### config.mk
export PLATFORM = sky130hd
export DESIGN_NAME = lkt_time_keeper
export DESIGN_NICKNAME = d
export VERILOG_FILES = /design/src/common/lkt_pkg.sv /design/src/logic/lkt_time_keeper.sv /design/src/logic/lkt_change_date.sv /design/src/logic/lkt_sync_delay.sv
export SDC_FILE = /design/constraint.sdc
export NUM_CORES = 1
export LEC_CHECK = 0
export BUFFER_PORTS_ARGS = -buffer_cell sky130_fd_sc_hd__buf_4
export CAP_MARGIN = 20
export CORE_UTILIZATION = 40
export DETAILED_ROUTE_END_ITERATION = 12
export GPL_TIMING_DRIVEN = 0
export PLACE_DENSITY = 0.58
export RECOVER_POWER = 25
export SLEW_MARGIN = 40
export SYNTH_ARGS = -nofsm -noshare
export SYNTH_HDL_FRONTEND = slang
export SYNTH_HIERARCHICAL = 1
export SYNTH_SLANG_ARGS = --single-unit
### constraint.sdc
create_clock -name clock -period 17.2 [get_ports clock]
set_clock_uncertainty 0.2 [all_clocks]
set_input_delay 0.86 -clock clock [delete_from_list [all_inputs] [get_ports clock]]
set_output_delay 0.86 -clock clock [all_outputs]
set_load 0.05 [all_outputs]
### src/common/lkt_pkg.sv
// constants, register map and calendar helpers for the local time keeper
// assumes a single 200 MHz clock domain and a year field stored as 0..99
package lkt_pkg;
  localparam int CLOCK_HZ = 200_000_000;
  localparam int SEC_PER_S = 1;
  localparam int SEC_CYCLES = CLOCK_HZ * SEC_PER_S;
  localparam logic [11:0] YEAR_BASE = 12'h7D0;
  localparam logic [6:0] YEAR_LAST = 7'h63;
  localparam logic [5:0] SEC_LAST = 6'h3B;
  localparam logic [4:0] HOUR_LAST = 5'h17;
  localparam logic [3:0] MONTH_LAST = 4'hC;
  localparam logic [7:0] OFF_DELAY_MIN = 8'h02;
  // register indices on the plain port
  localparam logic [3:0] ADDR_TIME = 4'h0;
  localparam logic [3:0] ADDR_DATE = 4'h1;
  localparam logic [3:0] ADDR_OFFSET = 4'h2;
  localparam logic [3:0] ADDR_RULE_ON = 4'h3;
  localparam logic [3:0] ADDR_RULE_OFF = 4'h4;
  localparam logic [3:0] ADDR_DELAY = 4'h5;
  localparam logic [3:0] ADDR_CTRL = 4'h6;
  localparam logic [3:0] ADDR_STATUS = 4'h7;
  localparam logic [3:0] ADDR_DATES = 4'h8;
  // synchronization modes
  typedef enum logic [3:0] {
    quartz_only_mode = 4'h0,
    pulse_mode = 4'h2,
    master_slave_mode = 4'h4,
    satellite_receiver_mode = 4'h5
  } lkt_mode_t;
  // changeover source field
  localparam logic [1:0] SRC_EXT_ONLY = 2'h0;
  localparam logic [1:0] SRC_EXT_FALLBACK = 2'h2;
  localparam int SRC_INT_BIT = 0;
  // days from 1 Jan 2000 (a Saturday) to weekday index, Monday = 0
  localparam logic [2:0] DOW_BASE = 3'h5;

  function automatic logic [4:0] days_in_month(input logic [6:0] yr,
                                               input logic [3:0] mon);
    case (mon)
      4'h2: days_in_month = (yr[1:0] == 2'h0) ? 5'h1D : 5'h1C;
      4'h4, 4'h6, 4'h9, 4'hB: days_in_month = 5'h1E;
      default: days_in_month = 5'h1F;
    endcase
  endfunction : days_in_month

  // weekday of the first of a month, 0 = Monday .. 6 = Sunday
  function automatic logic [2:0] dow_first(input logic [6:0] yr,
                                           input logic [3:0] mon);
    logic [15:0] days;
    logic [8:0] cum;
    days = 16'h0;
    case (mon)
      4'h1: cum = 9'h000;
      4'h2: cum = 9'h01F;
      4'h3: cum = 9'h03B;
      4'h4: cum = 9'h05A;
      4'h5: cum = 9'h078;
      4'h6: cum = 9'h097;
      4'h7: cum = 9'h0B5;
      4'h8: cum = 9'h0D4;
      4'h9: cum = 9'h0F3;
      4'hA: cum = 9'h111;
      4'hB: cum = 9'h130;
      default: cum = 9'h14E;
    endcase
    days = 16'(yr) * 16'h016D + 16'((yr + 7'h03) >> 2) + 16'(cum);
    if (yr[1:0] == 2'h0 && mon > 4'h2) begin
      days = days + 16'h0001;
    end
    dow_first = 3'((days + 16'(DOW_BASE)) % 16'h0007);
  endfunction : dow_first
endpackage : lkt_pkg

### src/logic/lkt_time_keeper.sv
// The placing of the registers and the plain strobed port were chosen for this implementation.
`timescale 1ns/1ps
// local time keeper: calendar, offset, seasonal changeover, sync status
// assumes a 200 MHz quartz-derived clock and a plain register port
//
// How it works
// - time and date fields within documented ranges
// - offset fixed to standard time, season adds hour
// - offset carries sign, hours and minutes
// - master/slave mode takes offset from string
// - rules hold hour, weekday, week, month
// - two rules yield changeover days each year
// - new rules take effect at next minute
// - all-zero rules mean permanent standard time
// - satellite and quartz modes use internal rules
// - other modes follow source unless internal chosen, or fallback set without reception
// - reception set after lock-on delay elapses
// - delayed status driven onto the system bus
// - reception held through loss until holdover ends
// - timekeeping continues from quartz when source fails
// - delayed status governs reception output, status register readback and fallback season choice only
// - two-bit source setting selects changeover origin
module lkt_time_keeper
  import lkt_pkg::*;
#(
  parameter int SEC_COUNT = SEC_CYCLES
) (
  // clock and reset
  input wire logic clock,
  input wire logic rstn,
  // register port
  input wire logic [3:0] addr,
  input wire logic [31:0] wr_data,
  input wire logic wr_strobe,
  input wire logic rd_strobe,
  output logic [31:0] rd_data,
  // synchronization source pins
  input wire logic sync_present,
  input wire logic ext_summer,
  input wire logic [11:0] ext_offset,
  // system bus status
  output logic reception_status,
  output logic summer_time,
  output logic second_pulse
);
  // calendar state, stored in standard time
  logic [5:0] sec_reg;
  logic [5:0] min_reg;
  logic [4:0] hour_reg;
  logic [4:0] day_reg;
  logic [3:0] month_reg;
  logic [6:0] year_reg;
  logic [27:0] tick_reg;
  logic sec_tick;
  logic min_tick;
  logic hour_tick;
  logic day_tick;
  logic month_tick;
  // settings
  logic [11:0] offset_reg;
  logic [17:0] rule_on_reg;
  logic [17:0] rule_off_reg;
  logic [17:0] act_on_reg;
  logic [17:0] act_off_reg;
  logic [7:0] on_delay_reg;
  logic [7:0] off_delay_reg;
  logic [3:0] mode_reg;
  logic [1:0] src_reg;
  // pin synchronizers
  logic [13:0] pin_meta_reg;
  logic [13:0] pin_sync_reg;
  logic present_s;
  logic ext_summer_s;
  logic [11:0] ext_offset_s;
  // derived
  logic [4:0] on_day;
  logic [4:0] off_day;
  logic use_internal;
  logic rules_zero;
  logic int_summer;
  logic summer_next;
  logic [11:0] offset_eff;
  logic status_int;
  logic [31:0] rd_next;
  logic time_wr;
  logic date_wr;

  // rule word: [17:13] hour, [10:8] weekday, [6:4] week, [3:0] month
  function automatic logic [13:0] rule_key(input logic [17:0] r,
                                           input logic [4:0] d);
    rule_key = {r[3:0], d, r[17:13]};
  endfunction : rule_key

  function automatic logic [17:0] rule_pack(input logic [31:0] w);
    rule_pack = {w[20:16], 2'h0, w[10:8], 1'b0, w[6:4], w[3:0]};
  endfunction : rule_pack

  assign time_wr = wr_strobe && addr == ADDR_TIME;
  assign date_wr = wr_strobe && addr == ADDR_DATE;

  // source pins are outside this domain
  always_ff @(posedge clock) begin
    if (!rstn) begin
      pin_meta_reg <= 14'h0000;
      pin_sync_reg <= 14'h0000;
    end else begin
      pin_meta_reg <= {sync_present, ext_summer, ext_offset};
      pin_sync_reg <= pin_meta_reg;
    end
  end
  // the offset word is quasi-static; a torn word lasts one cycle at most
  assign present_s = pin_sync_reg[13];
  assign ext_summer_s = pin_sync_reg[12];
  assign ext_offset_s = pin_sync_reg[11:0];

  // second timebase from the quartz clock, independent of the source
  always_ff @(posedge clock) begin
    if (!rstn || time_wr) begin
      tick_reg <= 28'h0000000;
    end else if (sec_tick) begin
      tick_reg <= 28'h0000000;
    end else begin
      tick_reg <= tick_reg + 28'h0000001;
    end
  end
  assign sec_tick = tick_reg == 28'(SEC_COUNT - 1);
  assign min_tick = sec_tick && sec_reg == SEC_LAST;
  assign hour_tick = min_tick && min_reg == SEC_LAST;
  assign day_tick = hour_tick && hour_reg == HOUR_LAST;
  assign month_tick = day_tick &&
                      day_reg == days_in_month(year_reg, month_reg);

  always_ff @(posedge clock) begin
    if (!rstn) begin
      sec_reg <= 6'h00;
      min_reg <= 6'h00;
      hour_reg <= 5'h00;
    end else if (time_wr) begin
      sec_reg <= wr_data[5:0];
      min_reg <= wr_data[13:8];
      hour_reg <= wr_data[20:16];
    end else if (sec_tick) begin
      sec_reg <= min_tick ? 6'h00 : sec_reg + 6'h01;
      if (min_tick) begin
        min_reg <= hour_tick ? 6'h00 : min_reg + 6'h01;
      end
      if (hour_tick) begin
        hour_reg <= day_tick ? 5'h00 : hour_reg + 5'h01;
      end
    end
  end

  always_ff @(posedge clock) begin
    if (!rstn) begin
      day_reg <= 5'h01;
      month_reg <= 4'h1;
      year_reg <= 7'h00;
    end else if (date_wr) begin
      day_reg <= wr_data[4:0];
      month_reg <= wr_data[11:8];
      year_reg <= 7'(wr_data[27:16] - YEAR_BASE);
    end else if (day_tick) begin
      day_reg <= month_tick ? 5'h01 : day_reg + 5'h01;
      if (month_tick) begin
        month_reg <= (month_reg == MONTH_LAST) ? 4'h1 : month_reg + 4'h1;
        if (month_reg == MONTH_LAST) begin
          year_reg <= (year_reg == YEAR_LAST) ? 7'h00 : year_reg + 7'h01;
        end
      end
    end
  end

  // settings written by the operator
  always_ff @(posedge clock) begin
    if (!rstn) begin
      offset_reg <= 12'h000;
      on_delay_reg <= 8'h00;
      off_delay_reg <= OFF_DELAY_MIN;
      mode_reg <= quartz_only_mode;
      src_reg <= SRC_EXT_ONLY;
    end else if (wr_strobe) begin
      if (addr == ADDR_OFFSET) begin
        offset_reg <= {wr_data[15], wr_data[12:8], wr_data[5:0]};
      end else if (addr == ADDR_DELAY) begin
        on_delay_reg <= wr_data[15:8];
        off_delay_reg <= wr_data[7:0];
      end else if (addr == ADDR_CTRL) begin
        mode_reg <= wr_data[3:0];
        src_reg <= wr_data[6:5];
      end
    end
  end

  always_ff @(posedge clock) begin
    if (!rstn) begin
      rule_on_reg <= 18'h00000;
      rule_off_reg <= 18'h00000;
    end else if (wr_strobe && addr == ADDR_RULE_ON) begin
      rule_on_reg <= rule_pack(wr_data);
    end else if (wr_strobe && addr == ADDR_RULE_OFF) begin
      rule_off_reg <= rule_pack(wr_data);
    end
  end

  // rules become active only on a minute rollover, together with the
  // recomputed days, so comparisons never mix old and new values
  always_ff @(posedge clock) begin
    if (!rstn) begin
      act_on_reg <= 18'h00000;
      act_off_reg <= 18'h00000;
    end else if (min_tick) begin
      act_on_reg <= rule_on_reg;
      act_off_reg <= rule_off_reg;
    end
  end

  lkt_change_date u_on_date (
    .clock(clock),
    .rstn(rstn),
    .load(min_tick),
    .year(year_reg),
    .rule_dow(rule_on_reg[10:8]),
    .rule_week(rule_on_reg[6:4]),
    .rule_month(rule_on_reg[3:0]),
    .day_reg(on_day)
  );

  lkt_change_date u_off_date (
    .clock(clock),
    .rstn(rstn),
    .load(min_tick),
    .year(year_reg),
    .rule_dow(rule_off_reg[10:8]),
    .rule_week(rule_off_reg[6:4]),
    .rule_month(rule_off_reg[3:0]),
    .day_reg(off_day)
  );

  // internal season from standard time; southern rules wrap the year
  always_comb begin
    rules_zero = act_on_reg == 18'h00000 && act_off_reg == 18'h00000;
    if (rules_zero) begin
      int_summer = 1'b0;
    end else if (rule_key(act_on_reg, on_day) <
                 rule_key(act_off_reg, off_day)) begin
      int_summer = rule_key({hour_reg, 13'h0000 | 13'(month_reg)},
                            day_reg) >= rule_key(act_on_reg, on_day) &&
                   rule_key({hour_reg, 13'h0000 | 13'(month_reg)},
                            day_reg) < rule_key(act_off_reg, off_day);
    end else begin
      int_summer = rule_key({hour_reg, 13'h0000 | 13'(month_reg)},
                            day_reg) >= rule_key(act_on_reg, on_day) ||
                   rule_key({hour_reg, 13'h0000 | 13'(month_reg)},
                            day_reg) < rule_key(act_off_reg, off_day);
    end
  end

  always_comb begin
    if (mode_reg == satellite_receiver_mode ||
        mode_reg == quartz_only_mode) begin
      use_internal = 1'b1;
    end else if (src_reg[SRC_INT_BIT]) begin
      use_internal = 1'b1;
    end else if (src_reg == SRC_EXT_FALLBACK) begin
      use_internal = !status_int;
    end else begin
      use_internal = 1'b0;
    end
    summer_next = use_internal ? int_summer : ext_summer_s;
    offset_eff = (mode_reg == master_slave_mode) ? ext_offset_s
                                                 : offset_reg;
  end

  lkt_sync_delay u_sync_delay (
    .clock(clock),
    .rstn(rstn),
    .minute_tick(min_tick),
    .present(present_s),
    .on_delay(on_delay_reg),
    .off_delay(off_delay_reg),
    .status_reg(status_int)
  );

  // bus outputs; season is an added hour, the stored offset never moves
  always_ff @(posedge clock) begin
    if (!rstn) begin
      reception_status <= 1'b0;
      summer_time <= 1'b0;
      second_pulse <= 1'b0;
    end else begin
      reception_status <= status_int;
      summer_time <= summer_next;
      second_pulse <= sec_tick;
    end
  end

  // read mux
  always_comb begin
    rd_next = 32'h00000000;
    if (addr == ADDR_TIME) begin
      rd_next = {11'h000, hour_reg, 2'h0, min_reg, 2'h0, sec_reg};
    end else if (addr == ADDR_DATE) begin
      rd_next = {4'h0, YEAR_BASE + 12'(year_reg), 4'h0, month_reg,
                 3'h0, day_reg};
    end else if (addr == ADDR_OFFSET) begin
      rd_next = {16'h0000, offset_eff[11], 2'h0, offset_eff[10:6],
                 2'h0, offset_eff[5:0]};
    end else if (addr == ADDR_RULE_ON) begin
      rd_next = {11'h000, rule_on_reg[17:13], 5'h00, rule_on_reg[10:8],
                 1'b0, rule_on_reg[6:4], rule_on_reg[3:0]};
    end else if (addr == ADDR_RULE_OFF) begin
      rd_next = {11'h000, rule_off_reg[17:13], 5'h00, rule_off_reg[10:8],
                 1'b0, rule_off_reg[6:4], rule_off_reg[3:0]};
    end else if (addr == ADDR_DELAY) begin
      rd_next = {16'h0000, on_delay_reg, off_delay_reg};
    end else if (addr == ADDR_CTRL) begin
      rd_next = {25'h0000000, src_reg, 1'b0, mode_reg};
    end else if (addr == ADDR_STATUS) begin
      rd_next = {28'h0000000, use_internal, present_s, summer_next,
                 status_int};
    end else if (addr == ADDR_DATES) begin
      rd_next = {4'h0, act_on_reg[3:0], 3'h0, on_day,
                 4'h0, act_off_reg[3:0], 3'h0, off_day};
    end
  end

  always_ff @(posedge clock) begin
    if (!rstn) begin
      rd_data <= 32'h00000000;
    end else if (rd_strobe) begin
      rd_data <= rd_next;
    end else begin
      rd_data <= 32'h00000000;
    end
  end
endmodule : lkt_time_keeper

### src/logic/lkt_change_date.sv
`timescale 1ns/1ps
// turns one changeover rule into its day of month in the current year
// assumes load is a one-cycle pulse from the same clock
module lkt_change_date
  import lkt_pkg::*;
(
  // clock and reset
  input wire logic clock,
  input wire logic rstn,
  // request
  input wire logic load,
  input wire logic [6:0] year,
  input wire logic [2:0] rule_dow,
  input wire logic [2:0] rule_week,
  input wire logic [3:0] rule_month,
  // result
  output logic [4:0] day_reg
);
  logic [2:0] first_dow;
  logic [4:0] first_day;
  logic [4:0] month_len;
  logic [4:0] day_next;

  always_comb begin
    first_dow = dow_first(year, rule_month);
    month_len = days_in_month(year, rule_month);
    // rule weekday is 1..7, internal weekday index 0..6
    first_day = 5'h01 + 5'((3'(rule_dow - 3'h1) + 4'h7 - 4'(first_dow))
                            % 4'h7);
    if (rule_week == 3'h5) begin
      // compare at six bits: a fifth week past day 31 would wrap at five
      day_next = (6'(first_day) + 6'h1C <= 6'(month_len)) ?
                 first_day + 5'h1C : first_day + 5'h15;
    end else begin
      day_next = first_day + 5'(7 * (rule_week - 3'h1));
    end
  end

  always_ff @(posedge clock) begin
    if (!rstn) begin
      day_reg <= 5'h00;
    end else if (load) begin
      day_reg <= day_next;
    end
  end
endmodule : lkt_change_date

### src/logic/lkt_sync_delay.sv
`timescale 1ns/1ps
// delays the reception status on acquiring and on losing synchronization
// assumes present is already synchronized and minute_tick is one cycle
module lkt_sync_delay
  import lkt_pkg::*;
(
  // clock and reset
  input wire logic clock,
  input wire logic rstn,
  // timing
  input wire logic minute_tick,
  input wire logic present,
  input wire logic [7:0] on_delay,
  input wire logic [7:0] off_delay,
  // result
  output logic status_reg
);
  logic present_q_reg;
  logic [7:0] count_reg;
  logic [7:0] off_eff;

  // holdover below its floor would drop status on a single glitch
  assign off_eff = (off_delay < OFF_DELAY_MIN) ? OFF_DELAY_MIN : off_delay;

  always_ff @(posedge clock) begin
    if (!rstn) begin
      present_q_reg <= 1'b0;
    end else begin
      present_q_reg <= present;
    end
  end

  always_ff @(posedge clock) begin
    if (!rstn) begin
      count_reg <= 8'h00;
    end else if (present != present_q_reg) begin
      count_reg <= 8'h00;
    end else if (minute_tick && count_reg != 8'hFF) begin
      count_reg <= count_reg + 8'h01;
    end
  end

  always_ff @(posedge clock) begin
    if (!rstn) begin
      status_reg <= 1'b0;
    end else if (present != present_q_reg) begin
      // the count is stale in the cycle of a change; wait for its restart
      status_reg <= status_reg;
    end else if (present && !status_reg && count_reg >= on_delay) begin
      status_reg <= 1'b1;
    end else if (!present && status_reg && count_reg >= off_eff) begin
      status_reg <= 1'b0;
    end
  end
endmodule : lkt_sync_delay

==> results of run 1 <==
routing by layer:
metal	up-vias	track usage	share of wire	routed length, um
met4	0	0.0778	0.033	2310
met1	10300	0.324	0.46	32200
met5	-	0	0	0
li1	10500	-	-	-
met2	612	0.401	0.46	32400
met3	114	0.0238	0.050	3530
kinds of logic after synthesis:
group,count (synthesis),synth area share
flip-flops,234,0.207
AO/OA/AOI/OAI,761,0.235
adder cells (fa/ha/maj),291,0.182
multiplexers,68,0.0316
XOR/XNOR,170,0.0687
AND/OR/NAND/NOR,991,0.216
other,1,0.000166
buffers and inverters,337,0.0593
cell usage after synthesis, drive strengths merged, types with 49 or more instances:
cell    number  area share
nand2      346       0.057
dfxtp      234        0.21
inv        232       0.038
a21oi      231       0.052
ha         222        0.12
nor2       202       0.034
o21ai      117       0.027
xnor2      112       0.045
nand3       92       0.021
clkbuf      78       0.013
nor3        68       0.017
fa          66       0.058
xor2        57       0.023
and2        50       0.014
o211ai      50       0.018
mux2i       49       0.022
final cells by class:
type	instances	area [um^2]
fill	5651	30400
multi-input combinational	2285	16900
sequential	234	4700
tap	748	936
inverter	232	871
clock buffer	31	667
buffer	105	479
timing repair buffer	77	459
clock inverter	11	103
metrics by stage:
stage | cells | hold slack (ns) | utilization | TNS [ns]
6_report | 3723 | 0.232 | 0.453 | 0
5_1_grt | 3723 | 0.241 | 0.453 | -0.0818
3_5_place_dp | 3679 | 0.218 | 0.436 | 0
3_3_place_gp | 3676 | 0.214 | 0.435 | 0
4_1_cts | 3721 | 0.232 | 0.450 | 0
2_1_floorplan | 2856 | 0.212 | - | 0
final timing paths:
kind | from | endpoint | slack [ns] | depth (start not counted)
setup reg to reg | rule_off_reg[3] | u_off_date/day_reg[4] | 0.94 | 66
hold reg to reg | pin_meta_reg[5] | pin_sync_reg[5] | 0.23 | 1
hold / removal | pin_meta_reg[5] | pin_sync_reg[5] | 0.23 | 1
setup / recovery | rule_off_reg[3] | u_off_date/day_reg[4] | 0.94 | 66
worst max-delay path, delay by kind of cell (launching register included):
| kind | cells | cell delay, ns |
|---|---|---|
| buffers and inverters | 7 | 0.92 |
| xor gates and xnor gates | 3 | 0.40 |
| AOI/OAI and AO/OA | 28 | 6.23 |
| DFF | 1 | 0.61 |
| muxes | 4 | 0.93 |
| and+or+nand+nor | 12 | 2.44 |
| adders and majority gates | 12 | 4.44 |
timing repair:
| action | in CTS | in global routing |
|---|---|---|
| pin swaps | 0 | 2 |
| hold buffers | 0 | 0 |
| setup buffers | 0 | 2 |
| gates cloned | 0 | 0 |
| resized for setup | 1 | 54 |
| endpoints found under the setup margin | 1 | 10 |
==> summary.txt, run 1 <==
Outcome
  • Status: finished clean

Global routing
  • Total GRT Usage: 0.240
  • Initial antenna violation count: 1
  • Global route overflow: 0
  • First-pass GRT wire length: 112000 um
  • Largest net degree at the start of global routing: 22
  • Vias in the first global route: 20.6k

Placement
  • Post-DP Area: 24200 um^2
  • Post-Place Setup Slack: 0.0405 ns
  • I/O Buffers: 72
  • GPL Wtd Cong: 0.958
  • Detail Placement HPWL: 55100 um

Clock network
  • Total CTS buffers: 24
  • Root Driver: clkbuf_16
  • Max clock buf depth: 3
  • Reg clk slew, reported paths: 0.07 ns
  • # clock sinks: 234
  • Clock latency on the worst-skew pair: 0.56 ns
  • H-tree levels: 1
  • TritonCTS clock tree: built

STA
  • Unrepaired setup endpoints after global routing: true
  • Achievable frequency: 61.5 MHz
  • Final-report hold violation count: 0
  • Final Cycle Share: 0.946
  • Max-slew violations: 0
  • Slew margin rel.: 0.0968
  • Setup-failing EPs final: 0
  • Worst Setup Slack, final: 0.937 ns
  • Crit path time final: 16.26 ns
  • Actual slew at the worst max-slew pin: 1.34 ns

Setup path
  • Crit path kind: reg2reg
  • Required time of the critical path: 17.43 ns
  • CP peak stage delay: 0.61 ns
  • Crit start category: flop
  • CP dominant cell by count: ha_1
  • Slowest cell on the critical path: dfxtp_1
  • Critical Path End Type: flop
  • Max Fanout on Critical Path: 10
  • WP data arrival: 16.49 ns

Detailed routing
  • Post-route DRC violation count: 0
  • Via density: 5.76
  • Routed wire length: 70400 um
  • Vias: 21.5k
  • DRT Pass-1 Iters: 8
  • Drt wl/cell: 18.9 um
  • Routed Antenna Nets: 0
  • Initial DRC count: 1674

Yosys
  • Netlist cell types: 139
  • Post-synthesis async set-or-reset flop share: 0
  • Sequential share of the synthesized area: 0.207
  • #FFs+latches synth: 234
  • Mapped Area: 22700 um^2
  • Yosys warnings: 6
  • Avg Inst Size Synth: 7.94 um^2
  • Synth Flop Type: dfxtp_1
  • Post-synth EDFFs: 0
  • Synth Instances: 2853

Die
  • Die H: 240 um
  • IO Pins: 89
  • Core region area: 55500 um^2
  • Die Area: 57600 um^2
  • Site Rows: 86
  • Initial Util: 0.408
  • Die X: 240 um

Min path
  • Hold Crit Class: reg2reg

Flow run
  • Max-cap violations: 0

Cells and area
  • N_diodes: 0
  • Syn-to-layout area delta: 11.0%
  • Commonest non-fill, non-tap cells in the layout: 345 x nand2_1, 232 x inv_1, 224 x a21oi_1, 224 x dfxtp_1, 222 x ha_1
  • Layout Nets: 3301
  • Share of layout cells above drive strength 1: 0.0968
  • Fin area: 25200 um^2
  • Commonest non-fill, non-tap cell in the layout: nand2_1
Power of run 1 is left out: the tool's default activity adds up to more than one toggle a clock period on the data nets, which glitch-free logic cannot reach.
==> run 2, diff against run 1 <==
--- a/config.mk
+++ b/config.mk
@@ -7,11 +7,13 @@
 export LEC_CHECK = 0
 export BUFFER_PORTS_ARGS = -buffer_cell sky130_fd_sc_hd__buf_4
 export CAP_MARGIN = 20
+export CORE_MARGIN = 2
 export CORE_UTILIZATION = 40
 export DETAILED_ROUTE_END_ITERATION = 12
 export GPL_TIMING_DRIVEN = 0
 export PLACE_DENSITY = 0.58
 export RECOVER_POWER = 25
+export SETUP_SLACK_MARGIN = 0.2
 export SLEW_MARGIN = 40
 export SYNTH_ARGS = -nofsm -noshare
 export SYNTH_HDL_FRONTEND = slang
==> summary.txt, run 2 (synthesis gave the netlist of run 1 again) <==
Outcome
  • Status: finished clean

Global routing
  • Global route overflow: 0 (unchanged)
  • Largest net degree at the start of global routing: 22 (unchanged)
  • First-pass GRT wire length: 111000 um (-0.74%)
  • Vias in the first global route: 20.3k (-1.1%)
  • Initial antenna violation count: 1 (unchanged)
  • Total GRT Usage: 0.231 (-0.00964)

Cells and area
  • # fillers: 5689 (+0.67%)
  • Share of layout cells above drive strength 1: 0.101 (+0.00410)
  • N_diodes: 0 (unchanged)
  • Layout Nets: 3308 (+0.21%)
  • Syn-to-layout area delta: 12.1%
  • Fin area: 25400 um^2 (+1.0%)
  • Commonest non-fill, non-tap cell in the layout: nand2_1
  • Commonest non-fill, non-tap cells in the layout: 344 x nand2_1, 232 x inv_1, 225 x dfxtp_1, 223 x a21oi_1, 222 x ha_1

Setup path
  • Critical R2R Capture: u_off_date/day_reg[4]
  • Reg-to-reg startpoint: year_reg[1]
  • Critical Path Source: year_reg[1]
  • Crit start category: flop
  • R2R Setup Slk: 1.09 ns (+0.15 ns)
  • Required time of the critical path: 17.43 ns (about the same)
  • Slowest cell on the critical path: a2111oi_2
  • Crit path kind: reg2reg
  • WP data arrival: 16.34 ns (-0.15 ns)
  • Max Fanout on Critical Path: 18 (+8)
  • CP peak stage delay: 0.59 ns (-0.02 ns)
  • Critical Path End Type: flop
  • R2R cell count: 67 (+1.5%)
  • Setup crit end: u_off_date/day_reg[4]
  • CP dominant cell by count: ha_1

Detailed routing
  • Initial DRC count: 1572 (-6.1%)
  • Drt wl/cell: 18.9 um (about the same)
  • Routed wire length: 70800 um (+0.52%)
  • Routed Antenna Nets: 0 (unchanged)
  • Vias: 21.4k (-0.25%)
  • DRT Pass-1 Iters: 8 (unchanged)
  • Via density: 5.73 (-0.67%)
  • Post-route DRC violation count: 0 (unchanged)

Clock network
  • Reg clk slew, reported paths: 0.06 ns (about the same)
  • Root Driver: clkbuf_16
  • # clock sinks: 234 (unchanged)
  • Total CTS buffers: 25 (+4.2%)
  • Clock latency on the worst-skew pair: 0.54 ns (-0.02 ns)
  • H-tree levels: 1 (unchanged)
  • TritonCTS clock tree: built
  • Max clock buf depth: 3 (unchanged)

Die
  • Site Rows: 87 (+1.2%)
  • Initial Util: 0.403 (-0.00469)
  • Die Area: 58500 um^2 (+1.7%)
  • Die X: 242 um (+0.83%)
  • IO Pins: 89 (unchanged)
  • Core region area: 56200 um^2 (+1.2%)
  • Die H: 242 um (+0.83%)

STA
  • Slew margin rel.: 0.222 (+0.125)
  • Final-report hold violation count: 0 (unchanged)
  • Worst hold slack: 0.234 ns (+0.00239 ns)
  • Crit path time final: 16.11 ns (-0.153 ns)
  • Setup-failing EPs final: 0 (unchanged)
  • Actual slew at the worst max-slew pin: 1.17 ns (-0.177 ns)
  • Max-slew violations: 0 (unchanged)
  • Setup TNS: 0 ns (unchanged)
  • Unrepaired setup endpoints after global routing: true
  • Worst Setup Slack, final: 1.09 ns (+0.153 ns)
  • Final Cycle Share: 0.937 (-0.00889)
  • Achievable frequency: 62.1 MHz (+0.95%)

Flow run
  • Max-cap violations: 0 (unchanged)

Min path
  • Hold Crit Class: reg2reg

Placement
  • Detail Placement HPWL: 55300 um (+0.40%)
  • Post-Place Setup Slack: -0.0000533 ns (-0.0405 ns)
  • I/O Buffers: 72 (unchanged)
  • GPL Wtd Cong: 0.943 (-1.6%)
  • Post-DP Area: 24200 um^2 (about the same)
## run 2: metrics by stage
stage	cells	util
final	3739	0.452
after global routing	3739	0.452
after CTS	3731	0.447
after detailed placement	3687	0.431
after global placement	3684	0.430
after floorplan	2856	-
## run 2: layout make-up
class | instances | area, um^2 | area share
Timing Repair Buffer | 82 | 488 | 0.0192
Multi-Input combinational cell | 2286 | 17000 | 0.670
Sequential cell | 234 | 4710 | 0.185
Tap cell | 756 | 946 | 0.0372
Clock buffer | 29 | 661 | 0.0260
Clock inverter | 15 | 243 | 0.00956
Inverter | 232 | 871 | 0.0343
Buffer | 105 | 478 | 0.0188
## run 2: worst min-delay path by stage
stage,start,end,cells past startpoint
3_3_place_gp,pin_meta_reg[11],pin_sync_reg[11],1
2_1_floorplan,pin_meta_reg[0],pin_sync_reg[0],1
4_1_cts,pin_meta_reg[11],pin_sync_reg[11],1
6_report,pin_meta_reg[1],pin_sync_reg[1],1
5_1_grt,pin_meta_reg[9],pin_sync_reg[9],1
3_5_place_dp,pin_meta_reg[10],pin_sync_reg[10],1
## run 2: timing repair
| action | 4_1_cts | 5_1_grt |
|---|---|---|
| setup endpoints to repair | 1 | 10 |
| hold endpoints to repair | 0 | 0 |
| buffers inserted | 0 | 7 |
| gates resized for setup | 1 | 62 |
| hold buffers | 0 | 0 |
| cloned | 0 | 1 |
| pin swaps | 0 | 5 |
## run 2: worst max-delay path: cells and delay by family, from the launching register on
kind	cells	cell delay, ns
AO/OA/AOI/OAI	27	5.81
adder cells (fa/ha/maj)	14	4.64
AND/OR/NAND/NOR	11	2.21
XOR/XNOR	6	1.25
buffers and inverters	7	0.92
flip-flops	1	0.52
multiplexers	2	0.42
## run 2: per-layer routing
layer	up-vias	track usage	part of all wire
met1	10200	0.305	0.45
met3	139	0.0239	0.054
met5	-	0	0.00017
met4	2	0.0890	0.041
li1	10500	-	-
met2	644	0.388	0.46
Power of run 2 is left out for the same reason.
